$ cat src/fasl_pkg.sv
// package of constants for the flash access status and lock block
package fasl_pkg;
	localparam logic [11:0] FASL_ACCESS_STATUS_OFS = 12'h000;
	localparam logic [11:0] FASL_IRQ_ENABLE_OFS = 12'h004;
	localparam logic [11:0] FASL_CMD_OFS = 12'h008;
	localparam logic [11:0] FASL_CODE_RANGE_OFS = 12'h00C;
	localparam logic [11:0] FASL_DATA_RANGE_OFS = 12'h010;
	localparam int FASL_CODE_BIT = 7;
	localparam int FASL_LOCK_BIT = 4;
	localparam int FASL_DATA_BIT = 3;
	localparam int FASL_CRCT_BIT = 0;
	localparam int FASL_CODE_AW = 24;
	localparam int FASL_DATA_AW = 19;
	localparam logic [7:0] FASL_STATUS_RESET = 8'h00;
	localparam logic [7:0] FASL_STATUS_MASK = 8'h99;
	localparam logic [7:0] FASL_IRQ_ENABLE_RESET = 8'h99;
	localparam logic [23:0] FASL_CODE_LIMIT_RESET = 24'hFFFFFF;
	localparam logic [18:0] FASL_DATA_LIMIT_RESET = 19'h7FFFF;
	// command codes written to the command register
	typedef enum logic [1:0] {
		FASL_CMD_NONE = 2'b00,
		FASL_CMD_CLEAR = 2'b01,
		FASL_CMD_STOP = 2'b10,
		FASL_CMD_RUN = 2'b11
	} fasl_cmd_type;
	localparam int FASL_MODE_CODE = 0;
	localparam int FASL_MODE_DATA = 1;
endpackage

$ cat src/fasl_status_lock.sv
// access status, command lock and apb register file
//
// Chosen here: the address map and register access over APB.
`timescale 1ns/1ps
module fasl_status_lock
	import fasl_pkg::*;
(
	input wire logic pclk,
	input wire logic presetn,
	input wire logic psel,
	input wire logic penable,
	input wire logic pwrite,
	input wire logic [11:0] paddr,
	input wire logic [31:0] pwdata,
	output logic [31:0] prdata,
	output logic pready,
	output logic pslverr,
	input wire logic cmd_issue,
	input wire logic [1:0] cmd_kind,
	input wire logic code_pe_mode,
	input wire logic data_pe_mode,
	input wire logic [23:0] start_address,
	input wire logic single_bit_corrected,
	input wire logic correction_source,
	output logic command_locked,
	output logic illegal_error_flag,
	output logic access_error_interrupt,
	output logic cmd_accept
);
	// status flags and the read-one latches behind the clear-by-zero rule
	logic code_violation_flag;
	logic data_violation_flag;
	logic lock_flag;
	logic correction_flag;
	logic code_seen;
	logic data_seen;
	logic [7:0] access_error_irq_enable;
	logic [23:0] code_limit;
	logic [18:0] data_limit;
	logic next_code_violation_flag;
	logic next_data_violation_flag;
	logic next_lock_flag;
	logic next_correction_flag;
	logic next_code_seen;
	logic next_data_seen;
	logic [7:0] next_access_error_irq_enable;
	logic [23:0] next_code_limit;
	logic [18:0] next_data_limit;
	logic [31:0] next_prdata;
	logic next_illegal_error_flag;
	logic next_cmd_accept;
	logic next_irq;

	logic wr_acc;
	logic rd_acc;
	logic bus_cmd;
	logic [1:0] bus_cmd_kind;
	logic [1:0] eff_kind;
	logic eff_issue;
	logic clear_start;
	logic code_bad;
	logic data_bad;
	logic [7:0] status_view;

	function automatic logic hit(input logic [11:0] a, input logic [11:0] o);
		return a == o;
	endfunction

	// bus access phase; slave answers with no wait state
	assign wr_acc = psel & penable & pwrite;
	assign rd_acc = psel & penable & ~pwrite;
	assign bus_cmd = wr_acc & hit(paddr, FASL_CMD_OFS);
	assign bus_cmd_kind = pwdata[1:0];
	assign eff_issue = cmd_issue | bus_cmd;
	assign eff_kind = bus_cmd ? bus_cmd_kind : cmd_kind;
	assign clear_start = eff_issue & ((eff_kind == FASL_CMD_CLEAR) |
		(eff_kind == FASL_CMD_STOP));
	// range checks only on a run command in its mode
	assign code_bad = eff_issue & (eff_kind == FASL_CMD_RUN) &
		code_pe_mode & (start_address > code_limit);
	assign data_bad = eff_issue & (eff_kind == FASL_CMD_RUN) &
		data_pe_mode & (start_address[18:0] > data_limit);

	// reserved bits always read as their reset value
	assign status_view = {code_violation_flag, 2'b00, lock_flag,
		data_violation_flag, 2'b00, correction_flag};

	// next state of the status flags
	always_comb begin
		next_code_violation_flag = code_violation_flag;
		next_data_violation_flag = data_violation_flag;
		next_lock_flag = lock_flag;
		next_correction_flag = correction_flag;
		next_code_seen = code_seen;
		next_data_seen = data_seen;
		// remember a read that returned one
		if (rd_acc && hit(paddr, FASL_ACCESS_STATUS_OFS)) begin
			next_code_seen = code_violation_flag;
			next_data_seen = data_violation_flag;
		end
		// write zero clears only after that read
		if (wr_acc && hit(paddr, FASL_ACCESS_STATUS_OFS)) begin
			if (!pwdata[FASL_CODE_BIT] && code_seen)
				next_code_violation_flag = 1'b0;
			if (!pwdata[FASL_DATA_BIT] && data_seen)
				next_data_violation_flag = 1'b0;
			next_code_seen = 1'b0;
			next_data_seen = 1'b0;
		end
		// lock release on a clear or stop start once both violations are gone
		if (clear_start && !code_violation_flag && !data_violation_flag)
			next_lock_flag = 1'b0;
		// correction flag cleared by clear or stop start when correction_source is set
		if (clear_start && correction_source)
			next_correction_flag = 1'b0;
		if (single_bit_corrected)
			next_correction_flag = 1'b1;
		// code or data violation set, winning over a clear
		if (code_bad && !lock_flag)
			next_code_violation_flag = 1'b1;
		if (data_bad && !lock_flag)
			next_data_violation_flag = 1'b1;
		if ((code_bad || data_bad) && !lock_flag)
			next_lock_flag = 1'b1;
		// a stale violation keeps the lock standing
		if (next_code_violation_flag || next_data_violation_flag)
			next_lock_flag = 1'b1;
	end

	// all flags come out of reset cleared
	always_ff @(posedge pclk or negedge presetn) begin
		if (!presetn) begin
			code_violation_flag <= 1'b0;
			data_violation_flag <= 1'b0;
			lock_flag <= 1'b0;
			correction_flag <= 1'b0;
			code_seen <= 1'b0;
			data_seen <= 1'b0;
		end else begin
			code_violation_flag <= next_code_violation_flag;
			data_violation_flag <= next_data_violation_flag;
			lock_flag <= next_lock_flag;
			correction_flag <= next_correction_flag;
			code_seen <= next_code_seen;
			data_seen <= next_data_seen;
		end
	end

	// configuration registers written by software
	always_comb begin
		next_access_error_irq_enable = access_error_irq_enable;
		next_code_limit = code_limit;
		next_data_limit = data_limit;
		if (wr_acc && hit(paddr, FASL_IRQ_ENABLE_OFS))
			next_access_error_irq_enable = pwdata[7:0] & FASL_STATUS_MASK;
		if (wr_acc && hit(paddr, FASL_CODE_RANGE_OFS))
			next_code_limit = pwdata[23:0];
		if (wr_acc && hit(paddr, FASL_DATA_RANGE_OFS))
			next_data_limit = pwdata[18:0];
	end

	// enable register resets to all four flag enables
	always_ff @(posedge pclk or negedge presetn) begin
		if (!presetn) begin
			access_error_irq_enable <= FASL_IRQ_ENABLE_RESET;
			code_limit <= FASL_CODE_LIMIT_RESET;
			data_limit <= FASL_DATA_LIMIT_RESET;
		end else begin
			access_error_irq_enable <= next_access_error_irq_enable;
			code_limit <= next_code_limit;
			data_limit <= next_data_limit;
		end
	end

	// read mux and registered outputs
	always_comb begin
		next_prdata = 32'h00000000;
		if (psel && !penable && !pwrite) begin
			unique case (paddr)
			FASL_ACCESS_STATUS_OFS: next_prdata = {24'h000000, status_view};
			FASL_IRQ_ENABLE_OFS:
				next_prdata = {24'h000000, access_error_irq_enable};
			FASL_CODE_RANGE_OFS: next_prdata = {8'h00, code_limit};
			FASL_DATA_RANGE_OFS: next_prdata = {13'h0000, data_limit};
			default: next_prdata = 32'h00000000;
			endcase
		end
		// illegal error follows any violation flag
		next_illegal_error_flag = next_code_violation_flag |
			next_data_violation_flag;
		// only an unlocked sequencer accepts a run command
		next_cmd_accept = eff_issue & (eff_kind == FASL_CMD_RUN) &
			~lock_flag & ~code_bad & ~data_bad;
		// enabled flags drive the interrupt line
		next_irq = |({next_code_violation_flag, 2'b00, next_lock_flag,
			next_data_violation_flag, 2'b00, next_correction_flag} &
			access_error_irq_enable);
	end

	always_ff @(posedge pclk or negedge presetn) begin
		if (!presetn) begin
			prdata <= 32'h00000000;
			pready <= 1'b0;
			pslverr <= 1'b0;
			command_locked <= 1'b0;
			illegal_error_flag <= 1'b0;
			access_error_interrupt <= 1'b0;
			cmd_accept <= 1'b0;
		end else begin
			prdata <= next_prdata;
			pready <= psel & ~penable;
			pslverr <= 1'b0;
			command_locked <= next_lock_flag;
			illegal_error_flag <= next_illegal_error_flag;
			access_error_interrupt <= next_irq;
			cmd_accept <= next_cmd_accept;
		end
	end
endmodule // fasl_status_lock

$ cat config.mk
export PLATFORM = sky130hd
export DESIGN_NAME = fasl_status_lock
export DESIGN_NICKNAME = d
export VERILOG_FILES = /design/src/fasl_pkg.sv /design/src/fasl_status_lock.sv
export SDC_FILE = /design/constraint.sdc
export NUM_CORES = 1
export LEC_CHECK = 0
export ABC_AREA = 1
export BUFFER_PORTS_ARGS = -buffer_cell sky130_fd_sc_hd__clkbuf_2
export CAP_MARGIN = 25
export CORE_UTILIZATION = 50
export CTS_BUF_LIST = sky130_fd_sc_hd__clkbuf_8
export DETAILED_ROUTE_END_ITERATION = 10
export PLACE_DENSITY = 0.86
export SLEW_MARGIN = 10
export SYNTH_ARGS = -nofsm -noshare
export SYNTH_HDL_FRONTEND = slang
export SYNTH_SLANG_ARGS = --single-unit
$ cat constraint.sdc
create_clock -name pclk -period 3.3 [get_ports pclk]
set_input_delay 0.66 -clock pclk [delete_from_list [all_inputs] [get_ports pclk]]
set_output_delay 0.66 -clock pclk [all_outputs]
set_load 0.01 [all_outputs]
## Yosys cells after proc, flatten, opt, wreduce, memory -nomap -nowiden

Index checks and enable logic that the tools add are counted.

- Order comparisons: 2
- Equality and inequality tests: 7
- Multiplexer cells: 18
- Bitwise logic cells: 23
- Reduce and logical (&&, ||, !) cells: 27

Operators by type and width:

| cell | number |
|---|---|
| 24-bit case mux with 4 select lines | 1 |
| 12-bit by 4-bit equality test with 1-bit output, second input constant | 2 |
| 24-bit greater-than comparator | 1 |
| 24-bit two-way mux | 1 |
| 19-bit greater-than comparator | 1 |
| 1-bit logical AND | 15 |
| 1-bit two-way mux | 15 |
| 1-bit AND | 14 |
| 12-bit by 3-bit equality test with 1-bit output, second input constant | 1 |
| 12-bit by 5-bit equality test with 1-bit output, second input constant | 1 |
| 12-bit logical NOT | 1 |
| 8-bit AND | 1 |
| 8-bit OR reduction | 1 |
| 1-bit logical NOT | 7 |
| 1-bit NOT | 5 |
| 2-bit equality test, second input constant | 2 |
| 1-bit OR | 3 |
| 2-bit by 1-bit equality test with 1-bit output, second input constant | 1 |
| 1-bit logical OR | 2 |
| 2-bit two-way mux | 1 |
| 2-bit nonzero test | 1 |

- Register bits: 89
- Input bits: 80
- Logic and storage cells: 91

## Depth between registers and ports, before layout

Gate-level depths: netlist of run 1.

- Depth after elaboration: 14
- Mapped depth: 17
- Mapped depth without buffers: 17

## Worst setup path before layout of run 1

Ideal clock, no wire load.

- Path kind: input to register
- Start: in paddr[1]
- End: reg access_error_interrupt
- Data arrival time: 1.981 ns
- Data required time: 3.183 ns
- Slack: 1.202 ns
- Cell stages on the path: 15
- Path buffers: 0
- Path through: nor2_4 > nand3_1 > nor2_2 > nand2_2 > nand2_1 > o21ai_0 > ha_1 > nand2_4 > nor2_2 > nand3_1 > nand2_2 > nor2_2 > nand2_2 > nand2_1 > nand2_1

- Cells in the longest elaborated chain, start to end: 13
- Elaborated cells between the ends (all ways): 35
- Classes of those cells: 4 x eq/ne; 10 x mux; 10 x bitwise; 11 x reduce/logical

Ends and longest elaborated chain:

| what | line | text |
|---|---|---|
| start, declared | fasl_status_lock.sv:13 | `input wire logic [11:0] paddr,` |
| 12-bit by 4-bit equality test with 1-bit output | fasl_status_lock.sv:66 | `return a == o;` |
| 1-bit AND | fasl_status_lock.sv:72 | `assign bus_cmd = wr_acc & hit(paddr, FASL_CMD_OFS);` |
| 2-bit two-way mux | fasl_status_lock.sv:75 | `assign eff_kind = bus_cmd ? bus_cmd_kind : cmd_kind;` |
| 2-bit equality test | fasl_status_lock.sv:81 | `assign data_bad = eff_issue & (eff_kind == FASL_CMD_RUN) &` |
| 1-bit AND (2 in a row) | fasl_status_lock.sv:81 |  |
| 1-bit AND | fasl_status_lock.sv:82 | `data_pe_mode & (start_address[18:0] > data_limit);` |
| 1-bit logical AND | fasl_status_lock.sv:121 | `if (data_bad && !lock_flag)` |
| 1-bit two-way mux * | fasl_status_lock.sv:121 |  |
| named net next_data_violation_flag | fasl_status_lock.sv:41 | `logic next_data_violation_flag;` |
| 1-bit logical OR * | fasl_status_lock.sv:126 | `if (next_code_violation_flag \|\| next_data_violation_flag)` |
| 1-bit two-way mux * | fasl_status_lock.sv:126 |  |
| named net next_lock_flag | fasl_status_lock.sv:42 | `logic next_lock_flag;` |
| 8-bit AND * | fasl_status_lock.sv:196 | `next_data_violation_flag, 2'b00, next_correction_flag} &` |
| 8-bit OR reduction * | fasl_status_lock.sv:195 | `next_irq = \|({next_code_violation_flag, 2'b00, next_lock_flag,` |
| named net next_irq | fasl_status_lock.sv:52 | `logic next_irq;` |
| end signal, assigned | fasl_status_lock.sv:215 | `access_error_interrupt <= next_irq;` |
| end, declared | fasl_status_lock.sv:27 | `output logic access_error_interrupt,` |

The timed path passes the listed nets; every way through them passes the cells marked *.
A chain may end at the register's enable or synchronous reset.

## Final worst setup path of run 1

- Start: reg data_limit[16]
- End: reg access_error_interrupt

- Cells in the longest elaborated chain, start to end: 8
- Elaborated cells between the ends (all ways): 11
- Classes of those cells: 1 x order compare; 3 x mux; 2 x bitwise; 5 x reduce/logical

Ends and longest elaborated chain:

| what | line | text |
|---|---|---|
| start, declared | fasl_status_lock.sv:39 | `logic [18:0] data_limit;` |
| start signal, assigned | fasl_status_lock.sv:171 | `data_limit <= next_data_limit;` |
| 19-bit greater-than comparator | fasl_status_lock.sv:82 |  |
| 1-bit AND | fasl_status_lock.sv:82 |  |
| 1-bit logical AND | fasl_status_lock.sv:121 |  |
| 1-bit two-way mux | fasl_status_lock.sv:121 |  |
| named net next_data_violation_flag | fasl_status_lock.sv:41 |  |
| 1-bit logical OR | fasl_status_lock.sv:126 |  |
| 1-bit two-way mux | fasl_status_lock.sv:126 |  |
| named net next_lock_flag | fasl_status_lock.sv:42 |  |
| 8-bit AND | fasl_status_lock.sv:196 |  |
| 8-bit OR reduction | fasl_status_lock.sv:195 |  |
| named net next_irq | fasl_status_lock.sv:52 |  |

The timed path passes the listed nets, and every way through them passes these cells.

==> results of run 1 <==
through the flow:
stage	area, um^2	setup WS [ns]	util, %	power (mW)
after floorplan	4730	1.20	-	1.11
after global routing	5470	0.898	59.5	1.99
after CTS	5440	1.11	59.2	1.92
after detailed placement	5240	0.867	57.0	1.20
after global placement	5240	0.928	57.0	1.19
final	5470	1.09	59.5	1.92
logic make-up after synthesis:
| kind of cell | synth area share, % |
|---|---|
| AOI/OAI and AO/OA | 10.6 |
| and+or+nand+nor | 21.2 |
| buffers and inverters | 10.7 |
| muxes | 1.36 |
| adders and majority gates | 11.7 |
| DFF | 44.3 |
| other | 0.0797 |
area by class of cell:
cell class	instances	area, um^2	share of cell area (%)
Multi-Input combinational cell	384	2140	39.2
Tap cell	111	139	2.54
Sequential cell	81	2090	38.1
Clock buffer	11	151	2.77
Inverter	95	357	6.52
Clock inverter	5	47.5	0.869
Timing Repair Buffer	103	546	9.97
registers in the layout, indices dropped and copies added, names as in the netlist, 4 cells and up:
signal / flops
prdata: 24
code_limit: 24
data_limit: 19
access_error_irq_enable: 4
final timing paths:
path	from	end	slack, ns	depth (start not counted)
worst max-delay path	data_limit[16]$_DFFE_PN1P_	access_error_interrupt$_DFF_PN0_	1.09	13
worst min-delay path	presetn	prdata[12]$_DFF_PN0_	0.23	1
worst max register to register	data_limit[16]$_DFFE_PN1P_	access_error_interrupt$_DFF_PN0_	1.09	13
worst min register to register	data_limit[7]$_DFFE_PN1P_	data_limit[7]$_DFFE_PN1P_	0.48	2
max in group asynchronous	presetn	code_limit[20]$_DFFE_PN1P_	2.44	2
min in group pclk	penable	pready$_DFF_PN0_	0.48	2
layout by cell type, fill, tap and decap left out, types with 2 or more instances in the layout:
cell	synthesis	final
nand2_1	163	163
dfstp_2	47	47
dfrtp_1	34	34
o22ai_1	3	3
ha_1	44	44
inv_1	94	96
clkinv_2	0	2
nor3_1	7	7
nand2_2	5	5
conb_1	1	9
mux2_2	3	3
nand3_1	12	12
nor2_1	29	29
o31ai_1	2	2
nor2_4	4	4
mux2_4	2	2
clkbuf_2	0	99
nor2_2	6	6
clkbuf_8	0	11
o21ai_1	13	13
buf_4	9	3
nand2_4	2	2
a21oi_1	35	35
o21ai_0	35	35
a21o_1	4	4
power by group through the flow:
| stage | sequential, mW | clock, mW | combinational [mW] |
|---|---|---|---|
| after floorplan | 1.02 | 0 | 0.0942 |
| after global placement | 1.02 | 0 | 0.172 |
| after detailed placement | 1.02 | 0 | 0.181 |
| after CTS | 0.999 | 0.743 | 0.183 |
| after global routing | 0.999 | 0.775 | 0.214 |
| final | 0.999 | 0.732 | 0.185 |
layer usage:
metal / vias up / track usage (%) / routed length (um)
li1: 1990 / - / -
met1: 1890 / 27.7 / 4330
met2: 135 / 41.2 / 5460
met3: 17 / 3.55 / 660
met4: 0 / 10.9 / 203
met5: - / 0 / 0
==> flow_summary.toml, run 1 <==
[drt]
routedWlPerCell_um = 13.5
vias_per_cell = 5.10
drcViolationCount = 0
drt_first_iter_violations = 153
drt_wl_total_mm = 10.6
dr.pass1.iters = 5
ant_nets = 0
vias = 4032

[placed_design]
io_buffer_count = 100
gp_congestion = 0.867
dp_hpwl_mm = 7.93
placed_cells = 773

[clocking]
clk_latency_ns = 0.36
clockBufferDepth = 2
post_cts_buffers = 0
cts_tree = "yes"
ctsHoldBuffers = 0
root_buffer = "clkbuf_8"
path_clk_slew_ns = 0.09
cts-resized-gates = 0
numCtsBuffers = 9
clock_sinks = 81
cts_max_level = 3

[min_path]
min_path_type = "in2async"

[power_and_ir_drop]
ir_worst_vdd_v = 0.000223
internal-power_mw = 1.46
sw_frac_of_total_pct = 23.9
switchingPower_mw = 0.459
leakage_nw = 2.64
clkPwrFrac_pct = 38.2
p_comb_share_pct = 9.7
power.density_nw_per_um2 = 350
pwr-share-seq_pct = 52.1

[floorplan]
die_h_um = 99.0
num_rows = 35
io_pins = 118
die_area_um2 = 9800
start_util_pct = 51.1
dieWidth_um = 99.0
coreArea_um2 = 9200

[cells_and_area]
fillers = 801
final_cells = 790
diodes = 0
area_delta_synth_final_pct = 16.3
drive_gt1_share_pct = 28.0
nets = 798

[logic_synthesis]
yosys_warnings = 0
ys_seq_elements = 81
synthTopCellsByArea = "dfstp_2 26%, dfrtp_1 18%, nand2_1 13%, ha_1 12%, inv_1 7.5%"
yosysMostFrequentCell = "nand2_1"
netlist.area_leader.share_pct = 26.3
syn_area_um2 = 4700
synth_area_per_cell_um2 = 8.21
ys_top_cells_by_count = "163 x nand2_1, 94 x inv_1, 47 x dfstp_2"
ys_seq_area_share_pct = 44.3
synth_cell_types = 32
synth_top_cell_by_area = "dfstp_2"
synthFlopType = "dfstp_2"
synthArstFlopShare_pct = 100
synth_edf_count = 0
synthCells = 573

[grt]
grt_max_degree = 82
antenna_found_initial = 0
grt_pass1_wl_mm = 17.7
grt_pass1_vias = 3949
grt_overflow_total = 0
grt_usage_pct = 23.2

[critical_path]
cp-start-kind = "register"
required_ns = 3.55
cp-end-kind = "register"
crit_fanout = 3
crit_type = "reg2reg"
max_stage_delay_ns = 0.54
arrival_ns = 2.45
path_buf_inv = 2
critPathTopFamily = "simple AND/OR/NAND/NOR gates"
cp_cell_sequence = "inv_1 -> ha_1 -> inv_1 -> nor2_1 -> nand3_1 -> o21ai_0 -> nor2_2 -> nand3_1 -> nand2_2 -> nor2_2 -> nand2_2 -> nand2_1 -> nand2_1"
crit_path_top_delay_cell = "dfstp_2"

[timing]
worst_clock_skew_ns = 0.0151
fmax_ghz = 0.453
hold_viol = 0
rsz0062_at_grt = "false"
holdWs_ns = 0.234
fin_setup_tns_ns = 0
max_slew_margin_pct = 46.1
slew_violations = 0
period_needed_ns = 2.21
setup_viol = 0
fin_crit_sh_pct = 66.9
max_slew.worst_pin.slew_ns = 0.805

[run_status]
status = "complete, no violations"

[flow_run]
cap_violations = 0
No activity file was read; power rests on OpenSTA's default activity.
==> run 2, diff against run 1 <==
--- a/config.mk
+++ b/config.mk
@@ -5,13 +5,13 @@
 export SDC_FILE = /design/constraint.sdc
 export NUM_CORES = 1
 export LEC_CHECK = 0
-export ABC_AREA = 1
+export ABC_AREA = 0
 export BUFFER_PORTS_ARGS = -buffer_cell sky130_fd_sc_hd__clkbuf_2
 export CAP_MARGIN = 25
 export CORE_UTILIZATION = 50
 export CTS_BUF_LIST = sky130_fd_sc_hd__clkbuf_8
 export DETAILED_ROUTE_END_ITERATION = 10
-export PLACE_DENSITY = 0.86
+export PLACE_DENSITY = 0.89
 export SLEW_MARGIN = 10
 export SYNTH_ARGS = -nofsm -noshare
 export SYNTH_HDL_FRONTEND = slang
==> constraint.sdc (replaced) <==
create_clock -name pclk -period 2 [get_ports pclk]
set_input_delay 0.4 -clock pclk [delete_from_list [all_inputs] [get_ports pclk]]
set_output_delay 0.4 -clock pclk [all_outputs]
set_load 0.01 [all_outputs]
==> run 2 against run 1 <==
Against the previous run: the run now ends with negative setup slack left; synthesized cell count down 29%; worst setup slack lost 1.8 ns; register-to-register slack got worse by 1.8 ns; clock power increased by 83%; sequential share of layout area decreased by 5.6 points; critical path type unchanged; critical endpoint unchanged; largest cell class unchanged.
==> flow_summary.toml, run 2 <==
[power_and_ir_drop]
switchingPower_mw = 0.939
sw_frac_of_total_pct = 25.9
pwr-share-seq_pct = 47.6
p_comb_share_pct = 15.5
ir_worst_vdd_v = 0.000399
power.density_nw_per_um2 = 565
clkPwrFrac_pct = 36.9
internal-power_mw = 2.69
leakage_nw = 2.97

[logic_synthesis]
synth_area_per_cell_um2 = 11.1
synth_xor_area_share_pct = 0
synthArstFlopShare_pct = 100
netlist.area_leader.share_pct = 27.4
synth_fa_ha_area_share_pct = 12.2
yosys.area_share.simple_pct = 10.7
synth_edf_count = 0
ys_seq_elements = 81
synth_top_cell_by_area = "dfstp_2"
synthTopCellsByArea = "dfstp_2 27%, dfrtp_1 19%, mux2_2 13%, ha_1 12%, inv_1 3.8%"
synth_cell_types = 48
syn_area_um2 = 4510
yosysMostFrequentCell = "mux2_2"
ys_seq_area_share_pct = 46.2
synthFlopType = "dfstp_2"
synthCells = 405
synth_top_family_by_area = "multiplexers"
ys_top_cells_by_count = "53 x mux2_2, 47 x dfstp_2, 46 x inv_1"
synth_compound_area_share_pct = 10.8
synth.area.mux_share_pct = 13.7
yosys_warnings = 0

[timing]
worst_clock_skew_ns = 0.00755
rsz0062_at_grt = "true"
fin_ws_ns = -0.692
slew_violations = 0
fin_crit_sh_pct = 135
hold_viol = 0
fmax_ghz = 0.371
max_slew.worst_pin.slew_ns = 0.515
max_slew_margin_pct = 65.4
period_needed_ns = 2.69
fin_setup_tns_ns = -2.61
setup_viol = 6

[critical_path]
max_stage_delay_ns = 0.56
arrival_ns = 2.95
cp-start-kind = "register"
required_ns = 2.26
reg2regPathDepth = 9
crit_type = "reg2reg"
crit_fanout = 3
cp_cell_sequence = "inv_2 -> ha_4 -> nand4_1 -> inv_1 -> a2111o_1 -> a2111oi_4 -> nor2_1 -> or3_4 -> a21o_1"
cp-end-kind = "register"
crit_path_top_delay_cell = "dfstp_2"

[floorplan]
io_pins = 118
start_util_pct = 51.7
die_h_um = 97.0
dieWidth_um = 97.0
num_rows = 34
coreArea_um2 = 8720
die_area_um2 = 9410

[drt]
routedWlPerCell_um = 18.2
ant_nets = 0
drcViolationCount = 0
vias_per_cell = 5.49
dr.pass1.iters = 4
drt_wl_total_mm = 12.9
drt_first_iter_violations = 136
vias = 3880

[clocking]
clock_sinks = 81
path_clk_slew_ns = 0.09
numCtsBuffers = 9
clockBufferDepth = 2
clk_latency_ns = 0.36
cts_max_level = 3
root_buffer = "clkbuf_8"
cts_tree = "yes"

[cells_and_area]
area_delta_synth_final_pct = 42.2
diodes = 0
layout_common_cells = "99 x clkbuf_2, 87 x buf_4, 51 x mux2_2"
final_core_utilization_pct = 73.5
nets = 718
fillers = 576
largest_registers = "code_limit: 24 flops, prdata: 24 flops, data_limit: 19 flops"
drive_gt1_share_pct = 59.8
final_common_cell = "clkbuf_2"

[placed_design]
dp_hpwl_mm = 8.65
io_buffer_count = 100
gp_congestion = 0.833

[min_path]
min_path_type = "in2reg"
hold_depth = 2

[grt]
antenna_found_initial = 0
grt_usage_pct = 28.4
grt_max_degree = 49
grt_overflow_total = 0
grt_pass1_wl_mm = 20.7
grt_pass1_vias = 4336

[run_status]
status = "complete, but fails checks"
failed_checks = "negative setup slack"

[flow_run]
cap_violations = 0
[run 2: cell count changes in the layout (fill, tap and decap cells not counted), sizes merged, moves of 9 or more]
cell | previous run | this run
a21oi | 35 | 17
a22oi | 0 | 16
and3 | 0 | 9
buf | 4 | 90
inv | 97 | 48
mux2 | 5 | 53
nand2 | 170 | 17
nor2 | 39 | 28
o21ai | 48 | 6
[run 2: final cells by class]
class / instances / area, um^2 / share of cell area [%]
Clock buffer: 10 / 138 / 2.15
Clock inverter: 6 / 83.8 / 1.31
Inverter: 46 / 173 / 2.69
Multi-Input combinational cell: 266 / 2580 / 40.2
Sequential cell: 81 / 2090 / 32.5
Tap cell: 108 / 135 / 2.11
Timing Repair Buffer: 190 / 1220 / 19.0
[run 2: worst paths after layout]
path | startpoint | slack, ns | endpoint
max | data_limit[9]$_DFFE_PN1P_ | -0.69 | access_error_interrupt$_DFF_PN0_
min | pwdata[23] | 0.27 | code_limit[23]$_DFFE_PN1P_
max reg2reg | data_limit[9]$_DFFE_PN1P_ | -0.69 | access_error_interrupt$_DFF_PN0_
min reg2reg | code_limit[20]$_DFFE_PN1P_ | 0.54 | prdata[20]$_DFF_PN0_
max in group asynchronous | presetn | 0.81 | code_limit[5]$_DFFE_PN1P_
min in group asynchronous | presetn | 0.51 | prdata[13]$_DFF_PN0_
[run 2: critical path: cells and delay by family, from the launching register on]
kind | cells | cell delay (ns)
buf+inv | 2 | 0.13
fa+ha+maj | 1 | 0.21
flops | 1 | 0.56
compound gates | 3 | 1.04
simple gates | 3 | 0.63
[run 2: cells by family (layout without fill, tap and decap cells)]
| logic type | Yosys count | count (layout) |
|---|---|---|
| AOI/OAI and AO/OA | 65 | 65 |
| adders and majority gates | 44 | 44 |
| buffers and inverters | 66 | 252 |
| DFF | 81 | 81 |
| muxes | 55 | 55 |
| other | 1 | 9 |
| and+or+nand+nor | 93 | 93 |
[run 2: power groups by stage]
| stage | clock network, mW | logic, mW | registers (mW) |
|---|---|---|---|
| after floorplan | 0 | 0.218 | 1.75 |
| after global placement | 0 | 0.448 | 1.75 |
| after detailed placement | 0 | 0.467 | 1.75 |
| after CTS | 1.35 | 0.523 | 1.72 |
| after global routing | 1.43 | 0.620 | 1.73 |
| final | 1.34 | 0.563 | 1.73 |
[run 2: layer usage]
metal / part of all wire, % / GRT usage, %
met1: 38 / 31.6
met4: 2.6 / 13.3
met5: 0 / 0
met3: 6.1 / 5.85
met2: 53 / 51.7
[run 2: what timing repair did]
item / 4_1_cts / 5_1_grt
hold endpoints to repair: 12 / 0
setup endpoints to repair: 6 / 6
setup buffers: 6 / 2
hold buffers: 1 / 0
pin swaps: 18 / 19
resized for setup: 29 / 18
[run 2: stage by stage]
stage          power (mW)  worst slack (ns)  instance area, um^2  std cells  hold slack [ns]
5_1_grt              3.78            -0.772                 6410        707            0.272
3_5_place_dp         2.22            -0.824                 5790        683            0.378
2_1_floorplan        1.97            -0.564                 4610        413            0.104
6_report             3.63            -0.692                 6410        707            0.270
3_3_place_gp         2.20            -0.732                 5790        683            0.363
4_1_cts              3.60            -0.650                 6290        705            0.263
==> run 3, diff against run 2 <==
--- a/config.mk
+++ b/config.mk
@@ -8,10 +8,14 @@
 export ABC_AREA = 0
 export BUFFER_PORTS_ARGS = -buffer_cell sky130_fd_sc_hd__clkbuf_2
 export CAP_MARGIN = 25
-export CORE_UTILIZATION = 50
+export CELL_PAD_IN_SITES_DETAIL_PLACEMENT = 1
+export CELL_PAD_IN_SITES_GLOBAL_PLACEMENT = 1
+export CORE_ASPECT_RATIO = 0.7
+export CORE_UTILIZATION = 38
 export CTS_BUF_LIST = sky130_fd_sc_hd__clkbuf_8
+export CTS_CLUSTER_SIZE = 20
 export DETAILED_ROUTE_END_ITERATION = 10
-export PLACE_DENSITY = 0.89
+export PLACE_DENSITY = 0.88
 export SLEW_MARGIN = 10
 export SYNTH_ARGS = -nofsm -noshare
 export SYNTH_HDL_FRONTEND = slang
==> run 3 against run 2 <==
Against the previous run: cell count is 6.1% higher; cell area shrank 2.1%; the flow still finishes with violations (negative setup slack); wire length is 21% higher; fmax grew 0.15%; non-clock buffer count fell by 1; largest cell class unchanged; sequential power is essentially flat; die area is 31% higher; global-route usage is 2.7 points lower.
==> flow_summary.toml, run 3 (synthesized netlist as in run 2, its figures left out) <==
[clocking]
root_buffer = "clkbuf_8"
clk_latency_ns = 0.36
clockBufferDepth = 2
cts_tree = "yes"
ctsHoldBuffers = 0
numCtsBuffers = 9
path_clk_slew_ns = 0.08
clock_sinks = 81
cts_max_level = 3

[floorplan]
io_pins = 118
coreArea_um2 = 11300
start_util_pct = 39.9
die_area_um2 = 12300
num_rows = 32
dieWidth_um = 132
die_h_um = 93.2

[run_status]
status = "complete, but fails checks"
failed_checks = "negative setup slack"

[placed_design]
io_buffer_count = 100
dp_hpwl_mm = 11.3
dpl_worst_slack_ns = -0.844
gp_congestion = 0.893
placed_cells = 729
place_area_um2 = 5870

[grt]
grt_usage_pct = 25.8
grt_overflow_total = 0
antenna_found_initial = 0
grt_pass1_vias = 4474
grt_max_degree = 43
grt_pass1_wl_mm = 24.0

[power_and_ir_drop]
power_mw = 3.60
power.density_nw_per_um2 = 573
ir_worst_vdd_v = 0.000337
leakage_nw = 2.93

[cells_and_area]
area_delta_synth_final_pct = 39.2
diodes = 0
fillers = 1278
drive_gt1_share_pct = 57.0
regArea_um2 = 2090
layout_common_cells = "99 x clkbuf_2, 86 x buf_4, 51 x mux2_2"
final_cells = 750
final_cell_area_um2 = 6280
final_common_cell = "clkbuf_2"
nets = 717
final_core_utilization_pct = 55.6
largest_registers = "code_limit: 24 flops, prdata: 24 flops, data_limit: 19 flops"
multi_input_area_um2 = 2390

[timing]
hold_viol = 0
fin_ws_ns = -0.688
slew_violations = 0
rsz0062_at_grt = "true"
fmax_ghz = 0.372
holdWs_ns = 0.0306
fin_crit_sh_pct = 134
max_slew.worst_pin.slew_ns = 0.574
worst_clock_skew_ns = 0.0108
fin_setup_tns_ns = -3.05
period_needed_ns = 2.69
max_slew_margin_pct = 61.8
setup_viol = 6

[critical_path]
reg2regPathDepth = 9
path_buf_inv = 1
crit_fanout = 2
cp_cell_sequence = "inv_2 -> ha_4 -> a21oi_4 -> o21ai_2 -> a2111o_1 -> a2111oi_4 -> nor2_2 -> or3_4 -> a21o_1"
cp-start-kind = "register"
crit_cells = 9
max_stage_delay_ns = 0.55
cp-end-kind = "register"
crit_type = "reg2reg"
crit_path_top_delay_cell = "dfstp_2"
arrival_ns = 2.95
required_ns = 2.26
critPathTopFamily = "compound AO/OA/AOI/OAI gates"

[min_path]
min_path_type = "in2async"

[drt]
vias_per_cell = 5.34
routedWlPerCell_um = 20.7
vias = 4002
drt_first_iter_violations = 145
drcViolationCount = 0
drt_wl_total_mm = 15.5
dr.pass1.iters = 4
ant_nets = 0

[flow_run]
cap_violations = 0
run 3: area by class of cell:
class	count	share of cell area (%)
clock inverters	2	0.558
well taps	153	3.05
inverters	46	2.75
repair buffers	189	19.4
clock buffers	13	2.85
flip-flops and latches	81	33.2
multi-input cells	266	38.1
run 3: power breakdown:
group | switching (mW) | internal (mW) | total, mW | leakage, nW
clock | 0.584 | 0.705 | 1.29 | 0.112
combinational | 0.307 | 0.266 | 0.573 | 1.89
sequential | 0.0518 | 1.68 | 1.74 | 0.933
total | 0.942 | 2.65 | 3.60 | 2.93
run 3: timing repair:
item                                   in CTS  in global routing
buffers inserted                            3                  3
endpoints found under the hold margin       0                  0
pin swaps                                  11                 18
resized for setup                          11                 14
setup endpoints to repair                   6                  6
run 3: worst paths after layout:
check	startpoint	endpoint	slack, ns
max	data_limit[4]$_DFFE_PN1P_	access_error_interrupt$_DFF_PN0_	-0.69
min	presetn	correction_flag$_DFF_PN0_	0.03
max reg2reg	data_limit[4]$_DFFE_PN1P_	access_error_interrupt$_DFF_PN0_	-0.69
min reg2reg	correction_flag$_DFF_PN0_	correction_flag$_DFF_PN0_	0.56
max in group asynchronous	presetn	code_limit[21]$_DFFE_PN1P_	1.27
min in group pclk	pwdata[13]	data_limit[13]$_DFFE_PN1P_	0.29
run 3: per-layer routing:
layer  up-vias  global-route usage, %  share of wire, %  routed length (um)
met3        15                   5.69               4.5                 691
li1       1807                      -                 -                   -
met5         -                      0                 0                   0
met2       117                   47.0                52                8040
met4         0                   5.94               1.2                 188
met1      2063                   31.2                42                6590
